==> src/rtl/swhr_params.svh <==
`ifndef SWHR_PARAMS_SVH
`define SWHR_PARAMS_SVH
// data address of the flag register
`define SWHR_FLAG_ADDR      8'h0a
// flag bit positions
`define SWHR_BIT_CARRY      0
`define SWHR_BIT_HALF       1
`define SWHR_BIT_ZERO       2
`define SWHR_BIT_OVF        3
`define SWHR_BIT_PDOWN      4
`define SWHR_BIT_TOUT       5
// instruction clock is system clock divided by four
`define SWHR_ICLK_DIV       4
// start-up delay in system clock periods
`define SWHR_STARTUP_CYCLES 1024
// port and program counter reset values
`define SWHR_PORT_RESET     8'hff
`define SWHR_PC_RESET       10'h000
`endif

==> src/rtl/swhr_pkg.sv <==
package swhr_pkg;
    // alu operation classes reported by the core
    typedef enum logic [2:0] {
        SWHR_OP_NONE,
        SWHR_OP_ADD,
        SWHR_OP_SUB,
        SWHR_OP_LOGIC,
        SWHR_OP_ROT_C
    } swhr_op_t;
    // sequencer states
    typedef enum logic [1:0] {
        SWHR_ST_STARTUP,
        SWHR_ST_RUN,
        SWHR_ST_HALT
    } swhr_state_t;
endpackage

==> src/rtl/swhr_core.sv <==
`timescale 1ns/1ps
`include "swhr_params.svh"
// How it works
// - flag register at 0ah: c, half, z, ovf, powerdown, timeout; bits 6,7 zero
// - writes change arithmetic flags only; powerdown and timeout ignore data
// - carry set on add carry or subtract no-borrow; rotate-through-carry updates it
// - half-carry set on low-nibble carry or no nibble borrow in subtract
// - zero flag set when an add, subtract or logic result is zero; rotate leaves it
// - overflow set when carry into msb differs from carry out
// - powerdown cleared by power-up or watchdog clear, set by halt
// - timeout cleared by power-up, watchdog clear or halt; set on timeout
// - subroutine call never saves or touches the flags
// - watchdog counts instruction clocks, times out after 2^n, n 8 to 11
// - watchdog disabled option makes clear ops no-ops and no timeout
// - watchdog overflow in run resets chip and sets timeout flag
// - prescaler cleared by reset pin low, clear sequence, or halt
// - single mode clears on one op; double mode needs both ops
// - halt stops clock, clears prescaler, sets pd, clears to; watchdog keeps counting
// - halt ends on reset pin or enabled port b falling edge
// - watchdog timeout in halt wakes, sets timeout, resets pc and sp only
// - wake-up waits 1024 system clocks before execution resumes
// - reset source coded in timeout and powerdown flags
// - resets load pc 000h, ports all ones, except timeout during halt
// - start-up delay on power-up, wake and run timeout, none for reset pin in run
// - chip reset clears prescaler, ports input, sp top, carrier low
module swhr_core #(
    parameter int WDT_EXP        = 8,        // watchdog exponent 8 to 11
    parameter bit WDT_ENABLE     = 1'b1,
    parameter bit WDT_DOUBLE_CLR = 1'b0,
    parameter logic [7:0] WAKE_EN = 8'hff,
    parameter int STARTUP_CYCLES = `SWHR_STARTUP_CYCLES
) (
    input  wire logic              ref_clk_in,
    input  wire logic              nrst_in,
    input  wire logic              clk_en_in,
    input  wire logic              external_clear_n_in,
    input  wire logic [7:0]        port_b_in,
    input  wire logic [7:0]        reg_addr_in,
    input  wire logic [7:0]        reg_wdata_in,
    input  wire logic              reg_wr_in,
    input  wire logic              reg_rd_in,
    output logic      [7:0]        reg_rdata_out,
    input  wire swhr_pkg::swhr_op_t alu_op_in,
    input  wire logic [7:0]        alu_a_in,
    input  wire logic [7:0]        alu_b_in,
    input  wire logic [7:0]        alu_result_in,
    input  wire logic              rot_carry_in,
    input  wire logic              halt_op_in,
    input  wire logic              watchdog_clear_op_in,
    input  wire logic              watchdog_clear_first_op_in,
    input  wire logic              watchdog_clear_second_op_in,
    output logic                   chip_reset_out,
    output logic                   pc_sp_reset_out,
    output logic                   port_reset_out,
    output logic                   core_run_out,
    output logic                   halted_out,
    output logic                   wake_resume_out,
    output logic [7:0]             flags_out
);

    // counter widths cover the longest timeout and the start-up count
    localparam int WDT_W = 12;
    localparam int SST_W = 11;
    localparam logic [SST_W-1:0] SST_LAST = SST_W'(STARTUP_CYCLES - 1);
    localparam logic [WDT_W-1:0] WDT_LAST = WDT_W'((1 << WDT_EXP) - 1);

    // all state of the block in one record
    typedef struct packed {
        swhr_pkg::swhr_state_t state;
        logic [1:0]         ext_sync;
        logic [7:0]         pb_s1;
        logic [7:0]         pb_s2;
        logic [7:0]         pb_prev;
        logic [1:0]         div4;
        logic [WDT_W-1:0]   wdt_cnt;
        logic [SST_W-1:0]   sst_cnt;
        logic               clr_first_seen;
        logic               clr_second_seen;
        logic               carry;
        logic               half;
        logic               zero;
        logic               ovf;
        logic               pdown;
        logic               tout;
        logic               chip_rst;
        logic               pcsp_rst;
        logic               port_rst;
        logic               wake_pulse;
        logic [7:0]         rdata;
    } swhr_regs_t;

    swhr_regs_t r;
    swhr_regs_t next_r;

    // decoded events of the current cycle
    logic       ext_low;
    logic       pb_fall;
    logic       clr_done;
    logic       wdt_tick;
    logic       wdt_ovf;
    logic [8:0] add_sum;
    logic [4:0] add_nib;
    logic [7:0] add_low;
    logic [7:0] sub_b;
    logic [7:0] flag_word;

    // arithmetic helpers shared by the flag logic
    always_comb
    begin
        sub_b   = ~alu_b_in;
        add_sum = {1'b0, alu_a_in} + {1'b0, alu_b_in};
        add_nib = {1'b0, alu_a_in[3:0]} + {1'b0, alu_b_in[3:0]};
        add_low = {1'b0, alu_a_in[6:0]} + {1'b0, alu_b_in[6:0]};
        if (alu_op_in == swhr_pkg::SWHR_OP_SUB)
        begin
            // a - b as a + ~b + 1, carry out means no borrow
            add_sum = {1'b0, alu_a_in} + {1'b0, sub_b} + 9'h001;
            add_nib = {1'b0, alu_a_in[3:0]} + {1'b0, sub_b[3:0]} + 5'h01;
            add_low = {1'b0, alu_a_in[6:0]} + {1'b0, sub_b[6:0]} + 8'h01;
        end
    end

    // flag register image; the two top bits always read as zero
    always_comb
    begin
        flag_word                  = 8'h00;
        flag_word[`SWHR_BIT_CARRY] = r.carry;
        flag_word[`SWHR_BIT_HALF]  = r.half;
        flag_word[`SWHR_BIT_ZERO]  = r.zero;
        flag_word[`SWHR_BIT_OVF]   = r.ovf;
        flag_word[`SWHR_BIT_PDOWN] = r.pdown;
        flag_word[`SWHR_BIT_TOUT]  = r.tout;
    end

    // next-state logic for the whole block
    always_comb
    begin
        next_r   = r;
        ext_low  = ~r.ext_sync[1];
        pb_fall  = |(r.pb_prev & ~r.pb_s2 & WAKE_EN);
        clr_done = WDT_DOUBLE_CLR ?
            ((watchdog_clear_first_op_in | r.clr_first_seen) &
             (watchdog_clear_second_op_in | r.clr_second_seen) &
             (watchdog_clear_first_op_in | watchdog_clear_second_op_in)) :
            watchdog_clear_op_in;
        clr_done = clr_done & WDT_ENABLE;
        wdt_tick = (r.div4 == 2'(`SWHR_ICLK_DIV - 1));
        wdt_ovf  = WDT_ENABLE && wdt_tick && (r.wdt_cnt == WDT_LAST);

        // pins pass two flops before use; the port b edge is taken
        // only from the synchronised copies, never from the first stage
        next_r.ext_sync   = {r.ext_sync[0], external_clear_n_in};
        next_r.pb_s1      = port_b_in;
        next_r.pb_s2      = r.pb_s1;
        next_r.pb_prev    = r.pb_s2;
        next_r.div4       = r.div4 + 2'h1;
        // one-cycle pulses drop back unless set again below
        next_r.pcsp_rst   = 1'b0;
        next_r.port_rst   = 1'b0;
        next_r.wake_pulse = 1'b0;
        next_r.rdata      = 8'h00;

        // register read, data one cycle later
        if (reg_rd_in && reg_addr_in == `SWHR_FLAG_ADDR)
            next_r.rdata = flag_word;

        // software write touches arithmetic flags only
        if (reg_wr_in && reg_addr_in == `SWHR_FLAG_ADDR)
        begin
            next_r.carry = reg_wdata_in[`SWHR_BIT_CARRY];
            next_r.half  = reg_wdata_in[`SWHR_BIT_HALF];
            next_r.zero  = reg_wdata_in[`SWHR_BIT_ZERO];
            next_r.ovf   = reg_wdata_in[`SWHR_BIT_OVF];
        end

        // alu result flags; calls send no op so flags stay put
        unique case (alu_op_in)
            swhr_pkg::SWHR_OP_ADD, swhr_pkg::SWHR_OP_SUB:
            begin
                next_r.carry = add_sum[8];
                next_r.half  = add_nib[4];
                next_r.zero  = (alu_result_in == 8'h00);
                next_r.ovf   = add_low[7] ^ add_sum[8];
            end
            // logic ops leave carry, half-carry and overflow alone
            swhr_pkg::SWHR_OP_LOGIC:
                next_r.zero = (alu_result_in == 8'h00);
            swhr_pkg::SWHR_OP_ROT_C:
                next_r.carry = rot_carry_in;
            swhr_pkg::SWHR_OP_NONE:
            begin
                // no alu result: flags keep what a write left in them
            end
            default:
            begin
                // undefined op code: flags left alone
            end
        endcase

        // clear-pair tracking for double-clear mode
        // a pair split over several cycles counts once both are seen
        if (watchdog_clear_first_op_in)
            next_r.clr_first_seen = 1'b1;
        if (watchdog_clear_second_op_in)
            next_r.clr_second_seen = 1'b1;

        // watchdog counter advances on instruction clocks
        if (wdt_tick && WDT_ENABLE)
            next_r.wdt_cnt = r.wdt_cnt + WDT_W'(1);

        unique case (r.state)
            swhr_pkg::SWHR_ST_STARTUP:
            begin
                // delay keeps the core stopped; chip reset stays as entered,
                // so a port or halt-timeout wake does not reset the core,
                // while power-up, run timeout and reset pin keep it held
                next_r.chip_rst = r.chip_rst;
                next_r.wdt_cnt  = '0;
                next_r.sst_cnt  = r.sst_cnt + SST_W'(1);
                if (r.sst_cnt == SST_LAST)
                begin
                    // end of delay: core released, resume pulse issued
                    next_r.state    = swhr_pkg::SWHR_ST_RUN;
                    next_r.chip_rst = 1'b0;
                    next_r.sst_cnt  = '0;
                    next_r.wake_pulse = 1'b1;
                end
            end
            swhr_pkg::SWHR_ST_RUN:
            begin
                next_r.chip_rst = 1'b0;
                // a completed clear sequence restarts the watchdog
                if (clr_done)
                begin
                    next_r.wdt_cnt = '0;
                    next_r.pdown   = 1'b0;
                    next_r.tout    = 1'b0;
                    next_r.clr_first_seen  = 1'b0;
                    next_r.clr_second_seen = 1'b0;
                end
                // halt entry clears the prescaler and records power-down
                if (halt_op_in)
                begin
                    next_r.state   = swhr_pkg::SWHR_ST_HALT;
                    next_r.wdt_cnt = '0;
                    next_r.pdown   = 1'b1;
                    next_r.tout    = 1'b0;
                end
                if (wdt_ovf)
                begin
                    // run timeout: full reset, pdown unchanged
                    next_r.tout     = 1'b1;
                    next_r.chip_rst = 1'b1;
                    next_r.pcsp_rst = 1'b1;
                    next_r.port_rst = 1'b1;
                    next_r.wdt_cnt  = '0;
                    next_r.state    = swhr_pkg::SWHR_ST_STARTUP;
                end
            end
            swhr_pkg::SWHR_ST_HALT:
            begin
                // the watchdog keeps counting in halt, as its timeout is
                // the only wake-up that needs no pin activity
                next_r.wdt_cnt = r.wdt_cnt;
                if (WDT_ENABLE && wdt_tick)
                    next_r.wdt_cnt = r.wdt_cnt + WDT_W'(1);
                if (wdt_ovf)
                begin
                    // timeout in halt wakes, ports left alone
                    next_r.tout     = 1'b1;
                    next_r.pcsp_rst = 1'b1;
                    next_r.wdt_cnt  = '0;
                    next_r.state    = swhr_pkg::SWHR_ST_STARTUP;
                end
                else if (pb_fall)
                    next_r.state = swhr_pkg::SWHR_ST_STARTUP;
            end
            default:
            begin
                // stray state code: restart through a held start-up delay
                next_r.state    = swhr_pkg::SWHR_ST_STARTUP;
                next_r.chip_rst = 1'b1;
            end
        endcase

        // reset pin: no start-up delay in run, wakes from halt with delay
        if (ext_low)
        begin
            next_r.wdt_cnt         = '0;
            next_r.chip_rst        = 1'b1;
            next_r.pcsp_rst        = 1'b1;
            next_r.port_rst        = 1'b1;
            next_r.clr_first_seen  = 1'b0;
            next_r.clr_second_seen = 1'b0;
            // pin low in halt is a wake with delay; pin held low during a
            // delay restarts it, so the full delay follows the release
            if (r.state == swhr_pkg::SWHR_ST_HALT)
            begin
                next_r.tout  = 1'b0;
                next_r.pdown = 1'b1;
                next_r.state = swhr_pkg::SWHR_ST_STARTUP;
                next_r.sst_cnt = '0;
            end
            else if (r.state == swhr_pkg::SWHR_ST_RUN)
                next_r.state = swhr_pkg::SWHR_ST_RUN;
            else if (r.state == swhr_pkg::SWHR_ST_STARTUP)
                next_r.sst_cnt = '0;
        end
    end

    // state register; power-up lands in start-up with both flags low
    always_ff @(posedge ref_clk_in or negedge nrst_in)
    begin
        if (!nrst_in)
        begin
            r          <= '0;
            r.state    <= swhr_pkg::SWHR_ST_STARTUP;
            // pins idle high, so no false edge follows reset
            r.ext_sync <= 2'b11;
            r.pb_s1    <= 8'hff;
            r.pb_s2    <= 8'hff;
            r.pb_prev  <= 8'hff;
            r.chip_rst <= 1'b1;
            r.pcsp_rst <= 1'b1;
            r.port_rst <= 1'b1;
            r.pdown    <= 1'b0;
            r.tout     <= 1'b0;
        end
        else if (clk_en_in)
            r <= next_r;
    end

    // outputs taken or decoded from flops only, with no path from an input
    assign reg_rdata_out   = r.rdata;
    assign chip_reset_out  = r.chip_rst;
    assign pc_sp_reset_out = r.pcsp_rst | r.chip_rst;
    assign port_reset_out  = r.port_rst;
    assign core_run_out    = (r.state == swhr_pkg::SWHR_ST_RUN) & ~r.chip_rst;
    assign halted_out      = (r.state == swhr_pkg::SWHR_ST_HALT);
    assign wake_resume_out = r.wake_pulse;
    assign flags_out       = flag_word;

endmodule // swhr_core

==> config.mk <==
export PLATFORM = sky130hd
export DESIGN_NAME = swhr_core
export DESIGN_NICKNAME = d
export VERILOG_FILES = /design/src/rtl/swhr_pkg.sv /design/src/rtl/swhr_core.sv
export VERILOG_INCLUDE_DIRS = /design/src /design/src/rtl
export SDC_FILE = /design/constraint.sdc
export NUM_CORES = 1
export LEC_CHECK = 0
export ABC_AREA = 1
export BUFFER_PORTS_ARGS = -buffer_cell sky130_fd_sc_hd__buf_4
export CAP_MARGIN = 20
export CORE_UTILIZATION = 56
export CTS_CLUSTER_DIAMETER = 30
export DETAILED_ROUTE_END_ITERATION = 7
export PLACE_DENSITY = 0.78
export SYNTH_ARGS = -nofsm -noshare
export SYNTH_HDL_FRONTEND = slang
export SYNTH_SLANG_ARGS = --single-unit
==> constraint.sdc <==
create_clock -name ref_clk_in -period 2.05 [get_ports ref_clk_in]
set_input_delay 0 -clock ref_clk_in [delete_from_list [all_inputs] [get_ports ref_clk_in]]
set_output_delay 0 -clock ref_clk_in [all_outputs]
set_load 0.03 [all_outputs]
## Yosys cells after proc, flatten, opt, wreduce, memory -nomap -nowiden

Cells that the tools add are included.

- Bits in latches: 0
- Memory bits (writable): 0
- Input port bits: 62
- Memory bits (read-only): 0
- Output and inout port bits: 22
- Memories kept: 0
- Flip-flop bits (word level): 73

- Magnitude comparators: 0
- Bitwise logic cells: 7
- Reductions and logical operators: 15
- Shifts and indexed selects: 0
- Add/sub/neg operators: 12
- Divide/modulo/power cells: 0
- Mux-type cells: 49
- Eq/ne operators: 12
- Multiply operators: 0

Operators by type and width:

| kind | count |
|---|---|
| two-way mux 12 bit | 5 |
| two-way mux 11 bit | 5 |
| case mux 12 bit (3 select lines) | 1 |
| two-way mux 2 bit | 13 |
| two-way mux 25 bit | 1 |
| adder 8 x 8 -> 9 bit | 2 |
| adder 7 x 7 -> 8 bit | 2 |
| NOT 8 bit | 2 |
| adder 12 x 1 -> 12 bit, second input constant | 1 |
| equality test 12 x 8 -> 1 bit, second input constant | 1 |
| two-way mux 1 bit | 12 |
| adder 11 x 1 -> 11 bit, second input constant | 1 |
| equality test 11 x 10 -> 1 bit, second input constant | 1 |
| adder 4 x 4 -> 5 bit | 2 |
| two-way mux 5 bit | 2 |
| adder 9 x 1 -> 9 bit, second input constant | 1 |
| two-way mux 9 bit | 1 |
| adder 8 x 1 -> 8 bit, second input constant | 1 |
| bitwise AND 8 bit | 1 |
| equality test 8 x 4 -> 1 bit, second input constant | 1 |
| logical NOT 8 bit | 1 |
| two-way mux 4 bit | 2 |
| two-way mux 8 bit | 1 |
| OR reduction 8 bit | 1 |
| 25 further kinds | 34 |

## Longest topological paths before layout

Gate-level depths: netlist of run 1.

- Word-level depth: 9
- Gate-level depth with buffers: 15

## Least setup slack after synthesis of run 1

No wires, ideal clock.

- Path type: flip-flop to flip-flop
- From: register r[71] in the netlist's numbering
- To: register r[35] in the netlist's numbering
- Path slack: 0.407 ns
- Stages on the path, launching flop included: 9
- Data arrival time: 1.561 ns
- Required time: 1.968 ns
- Period minus slack after synthesis: 1.643 ns
- Cell sequence: dfrtp_1 > inv_1 > ha_1 > inv_1 > o31ai_1 > a21o_1 > nand2_2 > buf_6 > o22ai_1

- Cells in the longest elaborated chain, start to end: 3
- Elaborated cells between the ends (all ways): 5
- Classes of those cells: eq/ne (2); mux (2); reduce/logical (1)

Ends and longest elaborated chain:

| item | RTL line | RTL |
|---|---|---|
| from (decl) | swhr_core.sv:92 | `swhr_regs_t r;` |
| from (signal assigned) | swhr_core.sv:330 | `r <= next_r;` |
| equality test 2 bit | -- |  |
| via halted_out | swhr_core.sv:56 | `output logic halted_out,` |
| case mux 12 bit (3 select lines) | swhr_core.sv:211 | `unique case (r.state)` |
| two-way mux 25 bit | swhr_core.sv:287 | `if (ext_low)` |

The timed path passes the listed nets, and every way through them passes these cells.
A chain may end at the register's enable or synchronous reset.

## Final worst setup path of run 1

- From: input port alu_result_in[7]
- To: register r, in the netlist flags_out[2]

- Cells in the longest elaborated chain, start to end: 2

Ends and longest elaborated chain:

| item | RTL line | RTL |
|---|---|---|
| from (decl) | swhr_core.sv:46 | `input wire logic [7:0] alu_result_in,` |
| logical NOT 8 bit | swhr_core.sv:182, swhr_core.sv:187 |  |
| two-way mux 1 bit | -- |  |

Every way passes these cells.

==> impl_metrics.tcl, run 1 <==
set metrics [dict create \
    status "complete, but fails checks" \
    violations_in_the_final_reports "design-rule violations" \
    setup_total_negative_slack_ns 0 \
    via_per_inst 5.242 \
    flop_and_latch_count_out_of_synthesis 69 \
    post_synth_most_frequent_cells "nand2_1 (164), inv_1 (68), dfrtp_1 (40), o21ai_0 (36), nor2_1 (34)" \
    detailedPlacementHpwl_mm 6.452 \
    cts_buffer_depth 2 \
    timing.critical_path.max_delay_family "buffers and inverters" \
    whs_path_depth 3 \
    routed_wire_per_std_cell_um 12.54 \
    top_signal_layer_used "met4" \
    cts_tree "yes" \
    floorplan.die.height_um 88.48 \
    ys_async_sr_fraction_pct 100.0 \
    nNetsFinal 705 \
    final_area_um2 5072 \
    cts_made_buffers 9 \
    report.final.setup_viol 0 \
    cts.repair_timing.setup_buffer_count 0 \
    synth_warnings 0 \
    min_from "reg_wdata_in[0]" \
    gpl.final_weighted_congestion 0.8965 \
    critPathSlowestCell "dlygate4sd3_1" \
    routed-wl-met3_um 450 \
    max_slew_margin_pct 44.34 \
    min_period_ns 1.936 \
    critPathKind "primary input to flip-flop" \
    initial_utilization_pct 57.74 \
    timing.final.max_slew_violations 0 \
    dieArea_um2 7828 \
    netlist.top_cell.by_area "dfrtp_1" \
    placedCellCount 695 \
    core_region_area_um2 7253 \
    placed_cell_area_um2 4692 \
    synth_top_area_share_pct 23.90 \
    insertion_delay_ns 0.34 \
    met2WireLength_mm 4.571 \
    global_route_wire_length_before_repair_mm 15.20 \
    port_buffers 73 \
    postRouteWirelength_mm 9.103 \
    number_of_distinct_library_cells_after_synthesis 39 \
    reg2reg_depth 10 \
    worst_hold_path_type "primary input to flip-flop" \
    dr.pass1.iters 7 \
    remaining_drc_errors 2 \
    timing.critical_path.buf_inv 4 \
    largest_net_degree_at_the_start_of_global_routing 70 \
    top_cells_by_area_in_the_synthesized_netlist "dfrtp_1 (24%), dfstp_2 (18%), nand2_1 (15%)" \
    antenna_found_initial 0 \
    die_width_um 88.48 \
    post-synth-top-count-cell "nand2_1" \
    clkSinkCount 69 \
    critical_path.startpoint "alu_result_in[7]" \
    ir_drop_v 0.0003305 \
    antenna_cells_inserted 0 \
    cts.root.buffer_cell "clkbuf_8" \
    rrSetupSlack_ns 0.18 \
    grt_overflow 0 \
    critPathCaptureType "flip-flop" \
    grt_pass1_vias 3580 \
    max-cap-violations 0 \
    cts-htree-levels 3 \
    count_of_boundary_i_o_pins 84 \
    setup.worst_path.start_class "primary input" \
    cp_data_required_time_ns 2.31 \
    synth_sequential_area_ratio_pct 42.10 \
    worst_pin_slew_ns 0.8350 \
    grt.total_usage_pct 24.86 \
    min_delay_worst_endpoint "flags_out[0]$_DFFE_PN0P_" \
    rsz0062_at_grt "false" \
    min_period_over_period_pct 94.45 \
    synth_area_um2 4188 \
    clk_skew_ns 0.01243 \
    drt-initial-drc-count 167 \
    worstPathArrival_ns 2.19 \
    num_vias 3806 \
    row_count 31 \
    post_route_m1_wl_mm 3.816 \
    timing.rr.end "r[29]$_DFFE_PN0P_" \
    clk_pin_slew_worst_paths_ns 0.08 \
    pwr_density_cell_nw_per_um2 724.3 \
    report.final.hold_viol_count 0 \
    synth_enable_flop_cells 0 \
    layout-drive-gt1-share_pct 21.69 \
    final_antenna_net_count 0 \
    ys_dominant_reg_cell "dfrtp_1" \
    minimum_hold_slack_ns 0.01458 \
    synth.avg_cell_area_um2 7.656 \
    area_delta_synth_final_pct 21.12 \
    crit_top_cell "dlygate4sd3_1" \
    cellLeakagePower_nw 2.453 \
    timing.critical_path.cells "dlygate4sd3_1, buf_4, nor4_2, dlygate4sd3_1, nand3b_1, dlygate4sd3_1, a41oi_2" \
    finish.utilization_pct 69.93 \
    r2r_start "r[72]$_DFFE_PN0P_" \
    post_synth_inst_count 547 \
    non_filler_cells_in_the_finished_layout 726 \
    fmaxAchievable_mhz 516.5 \
    stage_delay_of_the_slowest_cell_on_the_critical_path_ns 0.58 \
    cp_max_fo 1 \
]
## worst max-delay path by stage
stage                                     to  slack, ns  cells past startpoint
floorplan                  r[35]$_DFFE_PN0P_       0.41                      8
global placement           r[31]$_DFFE_PN0P_       0.25                      7
detailed placement         r[31]$_DFFE_PN0P_       0.17                      7
CTS                 flags_out[2]$_DFFE_PN0P_        0.1                      7
global route               r[31]$_DFFE_PN0P_       0.02                      7
finish              flags_out[2]$_DFFE_PN0P_       0.11                      7
## stage by stage
step	setup slack (ns)	total power, mW
final	0.1138	3.674
after global placement	0.2481	2.493
after floorplan	0.4069	2.264
after detailed placement	0.1734	2.530
after global routing	0.02077	3.884
after CTS	0.09769	3.688
## cell type report
class,instances,area (µm²)
fillers,624,2181
well taps,99,123.9
repair buffers,90,713.2
clock inverters,3,21.27
multi-input cells,382,1998
flip-flops and latches,69,1763
inverters,70,262.8
clock buffers,13,190.2
## power by group
part	switching, mW	total (mW)	internal [mW]
Sequential	0.0971	1.65	1.55
Clock	0.520	1.14	0.619
Combinational	0.533	0.887	0.354
## timing repair
item	4_1_cts	5_1_grt
setup endpoints to repair	0	6
endpoints found under the hold margin	51	0
hold buffers	15	0
resized for setup	0	4
## per-layer routing
metal	vias up	GRT usage, %
met3	26	4.851
met4	0	10.41
met5	-	0
met2	131	44.41
met1	1765	29.12
li1	1884	-
## layout by cell type (no fill, tap or decap), drive strengths merged
| master | count |
|---|---|
| dfrtp | 40 |
| a41oi | 1 |
| a31oi | 1 |
| clkbuf | 13 |
| xnor2 | 2 |
| o21bai | 2 |
| conb | 4 |
| inv | 72 |
| nor3 | 15 |
| nor4 | 2 |
| and2 | 1 |
| ha | 21 |
| o32ai | 1 |
| o31ai | 3 |
| nand3b | 1 |
| o22a | 1 |
| a21boi | 2 |
| clkinv | 1 |
| xor2 | 13 |
| or2 | 3 |
| a21o | 1 |
| a21oi | 23 |
| o21ai | 40 |
| dfstp | 29 |
| nand3 | 24 |
| a22o | 1 |
| nor2 | 34 |
| buf | 75 |
| nand2 | 165 |
| dlygate4sd3 | 15 |
| o22ai | 14 |
| nand4 | 7 |
## logic make-up (layout without fill, tap and decap cells)
family	count (synthesis)	after routing	share of synthesized area, %
flip-flops	69	69	42.10
AND/OR/NAND/NOR	252	252	25.04
adder cells (fa/ha/maj)	21	21	6.274
AO/OA/AOI/OAI	90	90	12.46
buffers and inverters	99	176	10.91
other	1	4	0.08955
XOR/XNOR	15	15	3.137
## worst reg2reg max path: cells and delay by family (launching register included)
| kind | cells | cell delay, ns |
|---|---|---|
| and+or+nand+nor | 7 | 0.89 |
| DFF | 1 | 0.43 |
| adders and majority gates | 1 | 0.25 |
| buffers and inverters | 2 | 0.24 |
Note: power is estimated with default switching activity, not from simulation.
==> run 2: changes to the inputs <==
CORE_MARGIN = 2   (was unset)
==> run 2 against run 1 <==
The flow now finishes without violations; combinational power fell by 0.5%; via count fell by 1.1%; non-clock buffer count increased by 1; sequential power barely moved; die area increased by 4.6%; cell count increased by 0.14%; global-route usage decreased by 2.3 points; critical path depth is the same; fmax rose by 2.3%; utilization decreased by 0.19 points; clock-buffer cell count down 1; first-iteration DRC count grew 8.4%; critical endpoint is now r[31]$_DFFE_PN0P_.
==> impl_metrics.tcl, run 2 (synthesis results as in run 1) <==
set metrics [dict create \
    status "finished clean" \
    timing.critical_path.buf_inv 2 \
    dieArea_um2 8186 \
    floorplan.die.height_um 90.48 \
    worstSetupEndpoint "r[31]$_DFFE_PN0P_" \
    stage_delay_of_the_slowest_cell_on_the_critical_path_ns 0.43 \
    grt.total_usage_pct 22.58 \
    report.final.setup_viol 0 \
    port_buffers 73 \
    drt-initial-drc-count 181 \
    timing.critical_path.cells "inv_1, ha_1, inv_1, o31ai_2, a21o_1, nand2_2, o21ai_0" \
    placedCellCount 695 \
    crit_top_cell "inv_1" \
    antenna_found_initial 0 \
    initial_utilization_pct 57.74 \
    setup.worst_path.start_class "flip-flop" \
    nFillCells 608 \
    dr.pass1.iters 5 \
    setup_total_negative_slack_ns 0 \
    grt_pass1_vias 3716 \
    cellLeakagePower_nw 2.469 \
    mostFrequentLayoutCell "nand2_1" \
    layout-drive-gt1-share_pct 21.34 \
    critPathKind "flip-flop to flip-flop" \
    reg2reg_depth 7 \
    cts_buffer_depth 2 \
    mostFrequentLayoutCells "nand2_1 (164), buf_4 (75), inv_1 (68), dfrtp_1 (40), o21ai_0 (36)" \
    critPathCaptureType "flip-flop" \
    num_vias 3763 \
    die_width_um 90.48 \
    clkSinkCount 69 \
    remaining_drc_errors 0 \
    final_antenna_net_count 0 \
    report.final.hold_viol_count 0 \
    routed_wire_per_std_cell_um 12.21 \
    global_route_wire_length_before_repair_mm 15.46 \
    final_critical_path_setup_slack_ns 0.1567 \
    max_slew_margin_pct 45.37 \
    cts_made_buffers 9 \
    pwr_density_cell_nw_per_um2 712.3 \
    count_of_boundary_i_o_pins 84 \
    timing.critical_path.max_delay_family "compound AO/OA/AOI/OAI gates" \
    worst_hold_path_type "primary input to flip-flop" \
    cts.root.buffer_cell "clkbuf_8" \
    min_period_over_period_pct 92.35 \
    grt_overflow 0 \
    cts-htree-levels 3 \
    rrSetupSlack_ns 0.16 \
    area_delta_synth_final_pct 20.79 \
    r2r_start "r[72]$_DFFE_PN0P_" \
    cp_max_fo 11 \
    core_region_area_um2 7253 \
    ir_drop_v 0.0003832 \
    clk_skew_ns 0.007143 \
    detailedPlacementHpwl_mm 6.216 \
    row_count 31 \
    nNetsFinal 706 \
    via_per_inst 5.176 \
    post-place-ws_ns 0.2002 \
    clk_pin_slew_worst_paths_ns 0.07 \
    layout.area.seq_um2 1763 \
    cts_tree "yes" \
    min_from "reg_wdata_in[1]" \
    timing.final.max_slew_violations 0 \
    non_filler_cells_in_the_finished_layout 727 \
    cp_data_required_time_ns 2.31 \
    worstPathArrival_ns 2.16 \
    largest_net_degree_at_the_start_of_global_routing 70 \
    max-cap-violations 0 \
    worst_path_depth 7 \
    total_area_of_multi_input_combinational_cells_um2 1991 \
    critical_path.startpoint "r[72]$_DFFE_PN0P_" \
    insertion_delay_ns 0.34 \
    gpl.final_weighted_congestion 0.8636 \
    worst_pin_slew_ns 0.8195 \
    min_period_ns 1.893 \
    timing.rr.end "r[31]$_DFFE_PN0P_" \
    postRouteWirelength_mm 8.876 \
    critPathSlowestCell "dfrtp_1" \
    antenna_cells_inserted 0 \
    power.total_mw 3.603 \
    rsz0062_at_grt "false" \
    fmaxAchievable_mhz 528.2 \
]
==> run 2: what timing repair did <==
action / 4_1_cts / 5_1_grt
endpoints found under the hold margin: 56 / 0
endpoints found under the setup margin: 0 / 19
hold buffers: 16 / 0
setup buffers: 0 / 0
gates resized for setup: 0 / 4
==> run 2: how the worst min path moves through the flow <==
stage / depth (start not counted) / slack [ns] / endpoint
2_1_floorplan: 0 / -0.30 / async pin
3_3_place_gp: 1 / 0.15 / reg_rdata_out[5]$_DFFE_PN0P_
3_5_place_dp: 1 / 0.15 / r[41]$_DFFE_PN0P_
4_1_cts: 5 / 0.002 / flags_out[1]$_DFFE_PN0P_
5_1_grt: 3 / 0.02 / flags_out[4]$_DFFE_PN0P_
6_report: 5 / 0.007 / flags_out[1]$_DFFE_PN0P_
==> run 2: tightest hold or removal path, delay by kind of cell <==
kind            cells  cell delay (ns)
simple gates        3             0.13
compound gates      1             0.10
buf+inv             1             0.08
==> run 2: metrics by stage <==
| stage | area (µm²) | hold slack, ns | utilization, % |
|---|---|---|---|
| 2_1_floorplan | 4199 | -0.2956 | - |
| 3_3_place_gp | 4692 | 0.1506 | 64.69 |
| 3_5_place_dp | 4692 | 0.1519 | 64.69 |
| 4_1_cts | 5045 | 0.001560 | 69.55 |
| 5_1_grt | 5059 | 0.01901 | 69.74 |
| 6_report | 5059 | 0.007409 | 69.74 |
==> run 2: where the power goes <==
group / switching [mW] / leakage, nW / internal, mW
Combinational: 0.530 / 1.52 / 0.353
Clock: 0.524 / 0.103 / 0.550
Sequential: 0.0953 / 0.841 / 1.55
Total: 1.15 / 2.47 / 2.45
==> run 2: final cells by class <==
type / count / share of cell area (%)
Clock inverter: 4 / 0.5194
Tap cell: 99 / 2.449
Timing Repair Buffer: 91 / 14.35
Clock buffer: 12 / 3.290
Sequential cell: 69 / 34.85
Inverter: 70 / 5.194
Multi-Input combinational cell: 382 / 39.35
==> run 2: per-layer routing <==
metal | global-route usage, % | vias up | wire length, µm
met5 | 0 | - | 0
met4 | 10.26 | 0 | 227
met3 | 4.007 | 25 | 416
met2 | 38.81 | 119 | 4321
met1 | 27.64 | 1728 | 3910
li1 | - | 1891 | -
